<file path="config.mk">
export PLATFORM = sky130hd
export DESIGN_NAME = asf_status_flags
export DESIGN_NICKNAME = d
export VERILOG_FILES = /design/src/verilog/asf_pkg.sv /design/src/verilog/asf_sync.sv /design/src/verilog/asf_alu.sv /design/src/verilog/asf_status_flags.sv
export SDC_FILE = /design/constraint.sdc
export NUM_CORES = 1
export LEC_CHECK = 0
export BUFFER_PORTS_ARGS = -buffer_cell sky130_fd_sc_hd__buf_2
export CAP_MARGIN = 20
export CORE_UTILIZATION = 40
export DETAILED_ROUTE_END_ITERATION = 10
export GPL_ROUTABILITY_DRIVEN = 1
export PLACE_DENSITY = 0.59
export SLEW_MARGIN = 20
export SYNTH_ARGS = -nofsm -noshare
export SYNTH_HDL_FRONTEND = slang
export SYNTH_SLANG_ARGS = --single-unit
</file>
<file path="constraint.sdc">
create_clock -name clock -period 5.6 [get_ports clock]
set_input_delay 0.84 -clock clock [delete_from_list [all_inputs] [get_ports clock]]
set_output_delay 0.84 -clock clock [all_outputs]
set_load 0.03 [all_outputs]
</file>
<file path="src/verilog/asf_pkg.sv">
/*
 * Shared constants and types of the arithmetic status flag block:
 * register indexes and byte addresses, flag positions, reset values,
 * operation codes. Assumes a 32-bit Avalon-MM register bus.
 */
`default_nettype none
package asf_pkg;
    localparam int unsigned ADDR_W = 14;
    // register indexes; byte address is four times the index
    localparam logic [11:0] STATUS_IDX = 12'h4D8;
    localparam logic [11:0] MULTIPLY_PRODUCT_IDX = 12'h4F3;
    localparam logic [11:0] MULTIPLY_PRODUCT_HIGH_IDX = 12'h4F4;
    localparam logic [13:0] STATUS_ADDR = {STATUS_IDX, 2'b00};
    localparam logic [13:0] MULTIPLY_PRODUCT_ADDR = {MULTIPLY_PRODUCT_IDX, 2'b00};
    localparam logic [13:0] MULTIPLY_PRODUCT_HIGH_ADDR = {MULTIPLY_PRODUCT_HIGH_IDX, 2'b00};
    // flag positions in the status register
    localparam int unsigned TO_BIT = 6;
    localparam int unsigned PD_BIT = 5;
    localparam int unsigned N_BIT = 4;
    localparam int unsigned OV_BIT = 3;
    localparam int unsigned Z_BIT = 2;
    localparam int unsigned DC_BIT = 1;
    localparam int unsigned C_BIT = 0;
    // reset values
    localparam logic POWER_FLAG_RESET = 1'b1;
    localparam logic [4:0] ARITH_RESET = 5'h00;
    localparam logic [7:0] MULTIPLY_PRODUCT_HIGH_RESET = 8'h00;
    // cycles from reset release until reset cause is sampled
    localparam logic [1:0] INIT_CYCLES = 2'h3;
    typedef enum logic [3:0] {
        ASF_OP_NONE,
        ASF_OP_ADD,
        ASF_OP_SUB,
        ASF_OP_AND,
        ASF_OP_IOR,
        ASF_OP_XOR,
        ASF_OP_RLC,
        ASF_OP_RRC,
        ASF_OP_MUL,
        ASF_OP_CLEAR_WATCHDOG_INSTR,
        ASF_OP_SLEEP
    } asf_op_t;
endpackage
`default_nettype wire

</file>
<file path="src/verilog/asf_sync.sv">
/*
 * Two flip-flop level synchroniser, parameterised width.
 * Assumes inputs are slow levels from outside the clock domain.
 */
`default_nettype none
module asf_sync #(
    parameter int unsigned WIDTH = 1
) (
    input wire logic clock,
    input wire logic rstn,
    input wire logic [WIDTH-1:0] async_in,
    output logic [WIDTH-1:0] sync_out
);
    logic [WIDTH-1:0] stage1;

    always_ff @(posedge clock or negedge rstn) begin
        if (!rstn) begin
            stage1 <= '0;
            sync_out <= '0;
        end else begin
            stage1 <= async_in;
            sync_out <= stage1;
        end
    end
endmodule
`default_nettype wire

</file>
<file path="src/verilog/asf_alu.sv">
/*
 * Combinational 8-bit ALU: result, flag values and the mask of flags
 * each operation affects. Flag vector order is {n, ov, z, dc, c}.
 * Assumes the caller registers everything it uses.
 */
`default_nettype none
module asf_alu (
    input wire asf_pkg::asf_op_t op,
    input wire logic [7:0] a,
    input wire logic [7:0] b,
    input wire logic carry_in,
    output logic [7:0] result,
    output logic [4:0] flags,
    output logic [4:0] flag_mask,
    output logic has_result
);
    wire is_add = (op == asf_pkg::ASF_OP_ADD);
    wire is_sub = (op == asf_pkg::ASF_OP_SUB);
    wire is_arith = is_add | is_sub;
    wire is_rlc = (op == asf_pkg::ASF_OP_RLC);
    wire is_rrc = (op == asf_pkg::ASF_OP_RRC);
    // subtract as add of the two's complement: carries become inverted borrows
    wire [7:0] b_eff = is_sub ? ~b : b;
    wire cin = is_sub;
    wire [8:0] sum9 = {1'b0, a} + {1'b0, b_eff} + {8'h00, cin};
    wire [4:0] low5 = {1'b0, a[3:0]} + {1'b0, b_eff[3:0]} + {4'h0, cin};
    wire ov = (a[7] == b_eff[7]) && (sum9[7] != a[7]);
    wire rot_out = is_rlc ? a[7] : a[0];

    assign result = is_arith ? sum9[7:0] :
                    (op == asf_pkg::ASF_OP_AND) ? (a & b) :
                    (op == asf_pkg::ASF_OP_IOR) ? (a | b) :
                    (op == asf_pkg::ASF_OP_XOR) ? (a ^ b) :
                    is_rlc ? {a[6:0], carry_in} :
                    is_rrc ? {carry_in, a[7:1]} : 8'h00;
    assign flags = {result[7], ov, (result == 8'h00), low5[4],
                    is_arith ? sum9[8] : rot_out};
    assign flag_mask = is_arith ? 5'h1F :
                       (is_rlc | is_rrc) ? 5'h15 :
                       ((op == asf_pkg::ASF_OP_AND) || (op == asf_pkg::ASF_OP_IOR) ||
                        (op == asf_pkg::ASF_OP_XOR)) ? 5'h14 : 5'h00;
    assign has_result = (flag_mask != 5'h00);
endmodule
`default_nettype wire

</file>
<file path="src/verilog/asf_status_flags.sv">
/*
 * Arithmetic status flag register and 16-bit product register, with an
 * Avalon-MM slave (waitrequest) for software access. Assumes execution
 * inputs come from logic on the same clock, reset cause pins are async.
 */
`default_nettype none
module asf_status_flags (
    input wire logic clock,
    input wire logic rstn,
    input wire logic [13:0] address,
    input wire logic read,
    input wire logic write,
    input wire logic [31:0] writedata,
    input wire logic [3:0] byteenable,
    output logic [31:0] readdata,
    output logic waitrequest,
    input wire logic exec_valid,
    input wire asf_pkg::asf_op_t exec_op,
    input wire logic [7:0] exec_operand_a,
    input wire logic [7:0] exec_operand_b,
    input wire logic exec_dest_is_status,
    input wire logic wdt_expired,
    input wire logic power_on_brownout_reset_cause,
    input wire logic wdt_reset_cause,
    input wire logic sleep_reset_cause,
    output logic [7:0] exec_result,
    output logic exec_result_valid,
    output logic [7:0] status_flags_out,
    output logic [15:0] product_out
);
    logic [1:0] init_cnt;
    logic init_done;
    logic [2:0] cause_sync;
    logic watchdog_timeout_flag;
    logic powerdown_flag;
    logic [4:0] arith_flags;
    logic [7:0] product_high_byte;
    logic [7:0] product_low_byte;
    logic [7:0] alu_result;
    logic [4:0] alu_flags;
    logic [4:0] alu_mask;
    logic alu_has_result;

    asf_sync #(.WIDTH(3)) u_cause_sync (
        .clock(clock),
        .rstn(rstn),
        .async_in({power_on_brownout_reset_cause, wdt_reset_cause, sleep_reset_cause}),
        .sync_out(cause_sync)
    );

    asf_alu u_alu (
        .op(exec_op),
        .a(exec_operand_a),
        .b(exec_operand_b),
        .carry_in(arith_flags[asf_pkg::C_BIT]),
        .result(alu_result),
        .flags(alu_flags),
        .flag_mask(alu_mask),
        .has_result(alu_has_result)
    );

    // bus decode
    wire bus_req = read | write;
    wire hit_status = (address == asf_pkg::STATUS_ADDR);
    wire hit_multiply_product = (address == asf_pkg::MULTIPLY_PRODUCT_ADDR);
    wire hit_multiply_product_high = (address == asf_pkg::MULTIPLY_PRODUCT_HIGH_ADDR);
    wire bus_accept = bus_req & waitrequest & init_done;
    wire bus_wr = write & ~waitrequest;
    wire sw_wr_status = bus_wr & hit_status & byteenable[0];
    // product word: lane 0 low byte, lane 1 high byte; alias holds high in lane 0
    wire sw_wr_multiply_product_low = bus_wr & hit_multiply_product & byteenable[0];
    wire sw_wr_multiply_product_high = bus_wr & ((hit_multiply_product & byteenable[1]) |
                                     (hit_multiply_product_high & byteenable[0]));
    wire [31:0] rd_value = hit_status ? {24'h000000, status_flags_out} :
                           hit_multiply_product ? {16'h0000, product_high_byte, product_low_byte} :
                           hit_multiply_product_high ? {24'h000000, product_high_byte} : 32'h00000000;

    // execution decode
    wire exec_fire = exec_valid & init_done;
    wire [4:0] exec_mask = exec_fire ? alu_mask : 5'h00;
    wire do_clear_watchdog_instr = exec_fire && (exec_op == asf_pkg::ASF_OP_CLEAR_WATCHDOG_INSTR);
    wire do_sleep = exec_fire && (exec_op == asf_pkg::ASF_OP_SLEEP);
    wire do_mul = exec_fire && (exec_op == asf_pkg::ASF_OP_MUL);
    wire [15:0] mul_product = {8'h00, exec_operand_a} * {8'h00, exec_operand_b};
    wire init_last = ~init_done && (init_cnt == asf_pkg::INIT_CYCLES - 2'h1);
    wire por_init = init_last & cause_sync[2];

    // flag merge
    // execution wins over a software write in the same cycle for the flags its operation affects
    wire [4:0] sw_arith = sw_wr_status ? writedata[4:0] : arith_flags;
    wire [4:0] next_arith = por_init ? asf_pkg::ARITH_RESET :
                            ((exec_mask & alu_flags) | (~exec_mask & sw_arith));

    wire next_to = init_last ? (cause_sync[2] | ~cause_sync[1]) :
                   wdt_expired ? 1'b0 :
                   (do_clear_watchdog_instr | do_sleep) ? 1'b1 : watchdog_timeout_flag;
    wire next_pd = init_last ? (cause_sync[2] | ~cause_sync[0]) :
                   do_sleep ? 1'b0 :
                   do_clear_watchdog_instr ? 1'b1 : powerdown_flag;

    wire [7:0] next_multiply_product_high = por_init ? asf_pkg::MULTIPLY_PRODUCT_HIGH_RESET :
                                do_mul ? mul_product[15:8] :
                                sw_wr_multiply_product_high ? (hit_multiply_product ? writedata[15:8] : writedata[7:0]) :
                                product_high_byte;
    wire [7:0] next_multiply_product_low = do_mul ? mul_product[7:0] :
                               sw_wr_multiply_product_low ? writedata[7:0] : product_low_byte;

    // result dropped when status is target
    wire next_result_valid = exec_fire & alu_has_result & ~exec_dest_is_status;

    always_ff @(posedge clock or negedge rstn) begin
        if (!rstn) begin
            init_cnt <= 2'h0;
            init_done <= 1'b0;
        end else if (!init_done) begin
            init_cnt <= init_cnt + 2'h1;
            init_done <= init_last;
        end
    end

    // flags keep their value across a reset; only the cause decides
    // cause-dependent load
    always_ff @(posedge clock) begin
        watchdog_timeout_flag <= next_to;
        powerdown_flag <= next_pd;
        arith_flags <= next_arith;
        product_high_byte <= next_multiply_product_high;
        product_low_byte <= next_multiply_product_low;
    end

    always_ff @(posedge clock or negedge rstn) begin
        if (!rstn) begin
            waitrequest <= 1'b1;
            readdata <= 32'h00000000;
            exec_result <= 8'h00;
            exec_result_valid <= 1'b0;
        end else begin
            waitrequest <= ~bus_accept;
            readdata <= (bus_accept & read) ? rd_value : readdata;
            exec_result <= next_result_valid ? alu_result : exec_result;
            exec_result_valid <= next_result_valid;
        end
    end

    assign status_flags_out = {1'b0, watchdog_timeout_flag, powerdown_flag, arith_flags};
    assign product_out = {product_high_byte, product_low_byte};

    property p_clear_watchdog_instr_sets;
        @(posedge clock) disable iff (!rstn)
        do_clear_watchdog_instr && !wdt_expired |=> watchdog_timeout_flag && powerdown_flag;
    endproperty
    a_clear_watchdog_instr_sets: assert property (p_clear_watchdog_instr_sets) else $error("clear_watchdog_instr flags");

    property p_sleep_flags;
        @(posedge clock) disable iff (!rstn)
        do_sleep && !wdt_expired |=> watchdog_timeout_flag && !powerdown_flag;
    endproperty
    a_sleep_flags: assert property (p_sleep_flags) else $error("sleep flags");

    property p_expiry_clears;
        @(posedge clock) disable iff (!rstn)
        wdt_expired && init_done |=> !watchdog_timeout_flag;
    endproperty
    a_expiry_clears: assert property (p_expiry_clears) else $error("expiry to");

    property p_por_values;
        @(posedge clock) disable iff (!rstn)
        por_init |=> status_flags_out == 8'h60 && init_done;
    endproperty
    a_por_values: assert property (p_por_values) else $error("por status");

    property p_add_carry;
        @(posedge clock) disable iff (!rstn)
        exec_fire && exec_op == asf_pkg::ASF_OP_ADD |=>
            arith_flags[asf_pkg::C_BIT] ==
            (({1'b0, $past(exec_operand_a)} + {1'b0, $past(exec_operand_b)}) > 9'h0FF) &&
            arith_flags[asf_pkg::DC_BIT] ==
            (({1'b0, $past(exec_operand_a[3:0])} + {1'b0, $past(exec_operand_b[3:0])}) > 5'h0F);
    endproperty
    a_add_carry: assert property (p_add_carry) else $error("add carry");

    property p_sub_borrow;
        @(posedge clock) disable iff (!rstn)
        exec_fire && exec_op == asf_pkg::ASF_OP_SUB |=>
            arith_flags[asf_pkg::C_BIT] == ($past(exec_operand_a) >= $past(exec_operand_b));
    endproperty
    a_sub_borrow: assert property (p_sub_borrow) else $error("sub borrow");

    property p_zero_neg;
        @(posedge clock) disable iff (!rstn)
        exec_fire && exec_op == asf_pkg::ASF_OP_AND |=>
            arith_flags[asf_pkg::Z_BIT] ==
            (($past(exec_operand_a) & $past(exec_operand_b)) == 8'h00)
            && arith_flags[asf_pkg::N_BIT] ==
            ($past(exec_operand_a[7]) & $past(exec_operand_b[7]));
    endproperty
    a_zero_neg: assert property (p_zero_neg) else $error("zero/neg");

    property p_overflow;
        @(posedge clock) disable iff (!rstn)
        exec_fire && exec_op == asf_pkg::ASF_OP_ADD && exec_operand_a == 8'h7F &&
            exec_operand_b == 8'h01 |=> arith_flags[asf_pkg::OV_BIT] && arith_flags[asf_pkg::N_BIT];
    endproperty
    a_overflow: assert property (p_overflow) else $error("overflow");

    property p_rotate_carry;
        @(posedge clock) disable iff (!rstn)
        exec_fire && exec_op == asf_pkg::ASF_OP_RLC |=>
            arith_flags[asf_pkg::C_BIT] == $past(exec_operand_a[7]);
    endproperty
    a_rotate_carry: assert property (p_rotate_carry) else $error("rotate carry");

    property p_status_dest;
        @(posedge clock) disable iff (!rstn)
        exec_fire && exec_dest_is_status |=> !exec_result_valid;
    endproperty
    a_status_dest: assert property (p_status_dest) else $error("status dest");

    property p_power_ro;
        @(posedge clock) disable iff (!rstn)
        sw_wr_status && !exec_fire && !wdt_expired |=>
            $stable(watchdog_timeout_flag) && $stable(powerdown_flag) && !status_flags_out[7];
    endproperty
    a_power_ro: assert property (p_power_ro) else $error("power flags written");

    property p_multiply_product_high;
        @(posedge clock) disable iff (!rstn)
        sw_wr_multiply_product_high && hit_multiply_product_high && !do_mul |=> product_high_byte == $past(writedata[7:0]);
    endproperty
    a_multiply_product_high: assert property (p_multiply_product_high) else $error("product high");

    property p_rrc_carry;
        @(posedge clock) disable iff (!rstn)
        exec_fire && exec_op == asf_pkg::ASF_OP_RRC |=>
            arith_flags[asf_pkg::C_BIT] == $past(exec_operand_a[0]);
    endproperty
    a_rrc_carry: assert property (p_rrc_carry) else $error("rrc carry");

    property p_rotate_fill;
        @(posedge clock) disable iff (!rstn)
        exec_fire && exec_op == asf_pkg::ASF_OP_RLC && !exec_dest_is_status |=>
            exec_result == {$past(exec_operand_a[6:0]), $past(arith_flags[asf_pkg::C_BIT])};
    endproperty
    a_rotate_fill: assert property (p_rotate_fill) else $error("rotate fill");

    property p_sub_digit;
        @(posedge clock) disable iff (!rstn)
        exec_fire && exec_op == asf_pkg::ASF_OP_SUB |=>
            arith_flags[asf_pkg::DC_BIT] ==
            ($past(exec_operand_a[3:0]) >= $past(exec_operand_b[3:0]));
    endproperty
    a_sub_digit: assert property (p_sub_digit) else $error("sub digit");

    property p_no_overflow;
        @(posedge clock) disable iff (!rstn)
        exec_fire && exec_op == asf_pkg::ASF_OP_ADD &&
            exec_operand_a[7] != exec_operand_b[7] |=> !arith_flags[asf_pkg::OV_BIT];
    endproperty
    a_no_overflow: assert property (p_no_overflow) else $error("no overflow");

    property p_xor_flags;
        @(posedge clock) disable iff (!rstn)
        exec_fire && exec_op == asf_pkg::ASF_OP_XOR |=>
            arith_flags[asf_pkg::N_BIT] == ($past(exec_operand_a[7]) ^ $past(exec_operand_b[7]))
            && arith_flags[asf_pkg::Z_BIT] == ($past(exec_operand_a) == $past(exec_operand_b));
    endproperty
    a_xor_flags: assert property (p_xor_flags) else $error("xor flags");

    property p_mul_product;
        @(posedge clock) disable iff (!rstn)
        do_mul |=> product_out ==
            {8'h00, $past(exec_operand_a)} * {8'h00, $past(exec_operand_b)};
    endproperty
    a_mul_product: assert property (p_mul_product) else $error("mul product");

    property p_status_read;
        @(posedge clock) disable iff (!rstn)
        read && hit_status && waitrequest && init_done |=> !waitrequest &&
            readdata == {24'h000000, $past(status_flags_out)};
    endproperty
    a_status_read: assert property (p_status_read) else $error("status read");

    property p_multiply_product_low;
        @(posedge clock) disable iff (!rstn)
        sw_wr_multiply_product_low && !do_mul |=> product_low_byte == $past(writedata[7:0]);
    endproperty
    a_multiply_product_low: assert property (p_multiply_product_low) else $error("product low");

    property p_sw_arith;
        @(posedge clock) disable iff (!rstn)
        sw_wr_status && !exec_fire |=> arith_flags == $past(writedata[4:0]);
    endproperty
    a_sw_arith: assert property (p_sw_arith) else $error("status write");

    property p_dest_flags;
        @(posedge clock) disable iff (!rstn)
        exec_fire && exec_dest_is_status && exec_op == asf_pkg::ASF_OP_AND |=>
            arith_flags[asf_pkg::Z_BIT] ==
            (($past(exec_operand_a) & $past(exec_operand_b)) == 8'h00);
    endproperty
    a_dest_flags: assert property (p_dest_flags) else $error("dest flags");

    property p_nonpor_load;
        @(posedge clock) disable iff (!rstn)
        init_last && !cause_sync[2] |=> arith_flags == $past(arith_flags) &&
            watchdog_timeout_flag == !$past(cause_sync[1]) &&
            powerdown_flag == !$past(cause_sync[0]);
    endproperty
    a_nonpor_load: assert property (p_nonpor_load) else $error("reset cause");
endmodule
`default_nettype wire

</file>
==> Word-level counts from Yosys, hierarchy flattened <==
Index checks and enable logic that the tools add are counted.
{ "classes": {"n_addsub": 5, "eq_ne": 16, "mux": 29, "n_reduce_logical": 13, "bitwise_logic": 36, "mul": 1} }
{ "ops": {"columns": ["cell", "count"], "rows": [
  ["$mux W8", 13],
  ["$eq A14 B13 Y1 const B", 3],
  ["$mux W16", 2],
  ["$mux W5", 5],
  ["$eq A4 B3 Y1 const B", 4],
  ["$mul A8 B8 Y16", 1],
  ["$and A1 B1 Y1", 15],
  ["$eq A4 B4 Y1 const B", 3],
  ["$and A5 B5 Y5", 2],
  ["$add A8 B8 Y9", 1],
  ["$add A9 B1 Y9", 1],
  ["$mux W1", 9],
  ["$and A8 B8 Y8", 1],
  ["$eq A4 B2 Y1 const B", 2],
  ["$logic_not A8 Y1", 1],
  ["$not A8 Y8", 1],
  ["$or A8 B8 Y8", 1],
  ["$xor A8 B8 Y8", 1],
  ["$or A1 B1 Y1", 7],
  ["$not A1 Y1", 6],
  ["$reduce_bool A3 Y1", 2],
  ["$add A4 B4 Y5", 1],
  ["$add A5 B1 Y5", 1],
  ["$logic_and A1 B1 Y1", 5],
  ["other kinds (10)", 12]
]} }
{ "word_totals": {"ff_bits": 74, "out_inout_bits": 66, "input_bits": 80} }

==> Logic depth before layout (Yosys ltp) <==
{ "depth": {"depth_word": 10, "mapped_depth": 18, "mapped_depth_nobuf": 18} }

==> Cells and area by module <==
Synthesis repeated with hierarchy kept, for this count alone.
{ "unflattened": {"cells_unflattened": 715, "area_unflattened_um2": 6261.0} }
{ "modules_own_cells": {"columns": ["module", "instances", "area_each_um2", "cells_each", "seq_area_each_um2"], "rows": [
  ["asf_status_flags", 1, 4727.0, 520, 1287.5],
  ["asf_alu", 1, 1383.8, 189, 0.0],
  ["asf_sync", 1, 150.1, 6, 150.1]
]} }

==> Least setup slack after synthesis <==
OpenSTA, ideal clock, no wires.
{ "synth_path": {"kind": "input port to flip-flop", "from": "input exec_operand_b[6]", "to": "register product_high_byte[7]", "t_arrival_ps": 4469, "slack_ps": 999, "stages": 16, "setup_ps": 133, "cell_sequence": "clkinv_1 > nor2_1 > fa_1 > fa_1 > fa_1 > inv_1 > fa_1 > inv_1 > ha_1 > nor2_1 > nor2b_1 > o21a_1 > o2bb2ai_1 > o21ai_0 > xnor2_1 > a21oi_1"} }
{ "synth_between": {"elab_chain_cells": 2} }
{ "synth_lines": {"columns": ["item", "line_no", "rtl"], "rows": [
  ["start, declared", "asf_status_flags.sv:20", "input wire logic [7:0] exec_operand_b,"],
  ["$mul A8 B8 Y16", "asf_status_flags.sv:84", "wire [15:0] mul_product = {8'h00, exec_operand_a} * {8'h00, exec_operand_b};"],
  ["$mux W8", "asf_status_flags.sv:102", "do_mul ? mul_product[15:8] :"],
  ["end signal, assigned", "asf_status_flags.sv:127", "product_high_byte <= next_multiply_product_high;"],
  ["end, declared", "asf_status_flags.sv:37", "logic [7:0] product_high_byte;"]
]} }
Every way passes these cells.
A chain may end at the register's enable or synchronous reset.

==> Worst setup path in the final report <==
{ "layout_path": {"from": "input exec_operand_a[2]", "to": "register product_high_byte[7]"} }
{ "layout_between": {"elab_chain_cells": 2} }
{ "layout_lines": {"columns": ["item", "line_no", "rtl"], "rows": [
  ["start, declared", "asf_status_flags.sv:19", "input wire logic [7:0] exec_operand_a,"],
  ["$mul A8 B8 Y16", "asf_status_flags.sv:84", null],
  ["$mux W8", "asf_status_flags.sv:102", null]
]} }
Every way passes these cells.

==> reports/metrics.cfg <==
[die]
floorplan.io_pins=146
die_area_um2=15000
die_w_um=123
fp-row-count=43
initial_core_util_pct=41.4
core-area_um2=14000
die_height_um=123

[cts]
cts_tree=built
insertion_delay_ns=0.32
cts_repair_resize_count=0
cts.reportedPaths.clkPinSlew_ns=0.05
cts_max_path_buffers=2
htree_num_levels=3
cts_root_buf=sky130_fd_sc_hd__clkbuf_16
clock_sinks=58
cts_hold_buf=0
post-cts-setup-buffers=0
cts_buffers=9

[run_status]
result_of_the_run=finished, final reports clean

[synthesis]
synth_area_um2=5810
synth_cell_types=67
async_reset_ff_share_pct=60.3
ys_seq_area_share_pct=24.7
per_instance_average_area_after_synthesis_um2=8.84
dominantRegCellSynth=sky130_fd_sc_hd__dfrtp_1
synthesis.instances=658
synth_warnings=0
synth_most_common_cell=sky130_fd_sc_hd__nor2_1
fraction_of_synthesized_cell_area_taken_by_the_top_area_cell_type_pct=14.6
synth-edff-count=10
synth.top_cells.by_area=sky130_fd_sc_hd__dfrtp_1, sky130_fd_sc_hd__ha_1, sky130_fd_sc_hd__fa_1, sky130_fd_sc_hd__edfxtp_1, sky130_fd_sc_hd__nor2_1
ranking_of_synthesized_cells_by_instance_count=sky130_fd_sc_hd__nor2_1, sky130_fd_sc_hd__nand2_1, sky130_fd_sc_hd__inv_1, sky130_fd_sc_hd__ha_1, sky130_fd_sc_hd__fa_1
post-synth-top-area-cell=sky130_fd_sc_hd__dfrtp_1
synth_seq_cells=58

[worst_setup_path]
timing.critical_path.buf_inv=4
worst_ep_arrival_time_ns=5.09
cp_cell_sequence=buf_2, inv_1, nor2_1, fa_1, fa_1, fa_1, inv_1, fa_1, inv_1, ha_1, nor2_1, nor2b_1, o21a_1, o2bb2ai_1, o21ai_0, xnor2_1, a21oi_1
timing.critical_path.from_type=input port
crit_path_top_delay_cell=sky130_fd_sc_hd__fa_1
max_stage_delay_ns=0.55
largest_driver_fanout_on_the_critical_path=7
cp_common_cell=sky130_fd_sc_hd__fa_1
path_delay_family=adder cells
critical_path_class=input port to flop
timing.critical_path.required_ns=5.81
critPathCaptureType=flop

[routing]
wirelength_mm=15.9
ant_nets=0
via_count=5045
vias_per_cell=5.32
drc_errors=0
dr.pass1.iters=5
detail_route.wl_per_cell_um=16.8
drt-initial-drc-count=331

[finish]
syn2layout_area_growth_pct=16.8
share_of_layout_cells_above_drive_strength_1_pct=21.0
antenna_cells=0
finalNetCount=940

[power_and_ir_drop]
p_clk_share_pct=28.8
netSwitchingPower_mw=0.810
internal_power_mw=1.25
sw_frac_of_total_pct=39.3
power.density_nw_per_um2=303
total_leakage_power_nw=3.32
worst_ir_drop_vdd_mv=0.131
power.sequential.fraction_pct=25.9
comb_power_share_pct=45.3

[global_route]
global_route.overflow_total=0
grt_pass1_vias=4842
antenna_found_initial=0
grt_usage_pct=21.8
grt_first_pass_wirelength_mm=25.1
grt_start_max_net_pins=36

[placement]
place_worst_setup_slack_ns=0.331
io_buffers=110
estimated_wirelength_of_the_detail_placed_design_mm=12.9
gp_congestion=0.931

[sta]
clock_skews_ns=0.00372
max-slew-margin-rel_pct=33.5
post-route-min-period_ns=4.89
timing.fmax_mhz=205
tightestPinTransition_ns=0.995
grt_setup_unrepaired=no
final_min_period_over_clock_period_pct=87.2
tns_ns=0
worst_slack_ns=0.714
slew_violations=0
finalHoldViolations=0
setup-violations-final=0

[job]
maxCapViolCount=0

[hold_path]
worstHoldPathType=flop to flop

==> sequential cells by signal, summed over array words and instances, names as in the netlist, 2 cells and up, named ones only <==
register and flops:
init_cnt 2, product_high_byte 8, product_low_byte 8, u_cause_sync.sync_out 3
exec_result 8, readdata 16, u_cause_sync.stage1 3
==> cells by family (layout without fill, tap and decap cells) <==
group	Yosys count	in the layout	synth area share, %
adders and majority gates	97	97	25.7
AOI/OAI and AO/OA	121	121	13.9
DFF	58	58	24.7
muxes	26	26	5.12
and+or+nand+nor	217	217	17.7
other	1	17	0.0645
xor gates and xnor gates	25	25	3.77
buffers and inverters	113	207	9.06
==> power by group through the flow <==
stage	clock, mW	sequential, mW	combinational, mW
after floorplan	0	0.615	0.590
after global placement	0	0.540	0.918
after detailed placement	0	0.541	0.930
after CTS	0.599	0.534	0.938
after global routing	0.618	0.540	1.04
final	0.593	0.534	0.933
==> worst paths after layout <==
path	start	to	slack, ns	cells after the start
min in group asynchronous	rstn	readdata[0]	0.59	1
hold reg to reg	u_cause_sync.stage1[2]	u_cause_sync.sync_out[2]	0.35	0
hold / removal	u_cause_sync.stage1[2]	u_cause_sync.sync_out[2]	0.35	0
setup / recovery	exec_operand_a[2]	product_high_byte[7]	0.71	17
max in group asynchronous	rstn	readdata[12]	4.53	1
setup reg to reg	init_done	exec_result[5]	3.27	5
==> routing by layer <==
| metal | global-route usage (%) | up-vias | wire, um |
|---|---|---|---|
| met5 | 0 | - | 0 |
| met4 | 7.55 | 0 | 293 |
| met3 | 3.02 | 20 | 1090 |
| met1 | 30.2 | 2406 | 7280 |
| met2 | 34.7 | 198 | 7230 |
| li1 | - | 2421 | - |
==> through the flow <==
step	power, mW	area, um^2	utilization [%]	instances	hold WS (ns)
final	2.06	6790	48.3	948	0.346
after global placement	1.46	6460	46.0	932	0.338
after global routing	2.20	6790	48.3	948	0.352
after CTS	2.07	6790	48.3	948	0.350
after floorplan	1.20	5870	-	674	0.331
after detailed placement	1.47	6460	46.0	932	0.343
==> layout make-up <==
cell class                 instances  area, um^2
clock buffer                      14         264
clock inverter                     2        60.1
fill                            1370        7250
inverter                          71         267
multi-input combinational        503        3910
sequential                        58        1440
tap                              180         225
timing repair buffer             120         626
==> layout by cell type (no fill, tap or decap), types with 10 or more instances in the layout <==
cell type                  netlist  final
sky130_fd_sc_hd__dfxtp_1        13     13
sky130_fd_sc_hd__xnor2_1        13     13
sky130_fd_sc_hd__ha_1           60     60
sky130_fd_sc_hd__edfxtp_1       10     10
sky130_fd_sc_hd__nor2_1         76     76
sky130_fd_sc_hd__conb_1          1     17
sky130_fd_sc_hd__dfrtp_1        34     34
sky130_fd_sc_hd__xor2_1         12     12
sky130_fd_sc_hd__a21oi_1        31     31
sky130_fd_sc_hd__o21ai_0        34     34
sky130_fd_sc_hd__fa_1           37     37
sky130_fd_sc_hd__inv_1          62     62
sky130_fd_sc_hd__buf_2           3    110
sky130_fd_sc_hd__nand2_1        74     74
sky130_fd_sc_hd__buf_4          22     10
sky130_fd_sc_hd__mux2i_1        14     14
Power figures use the tool's default switching activity.
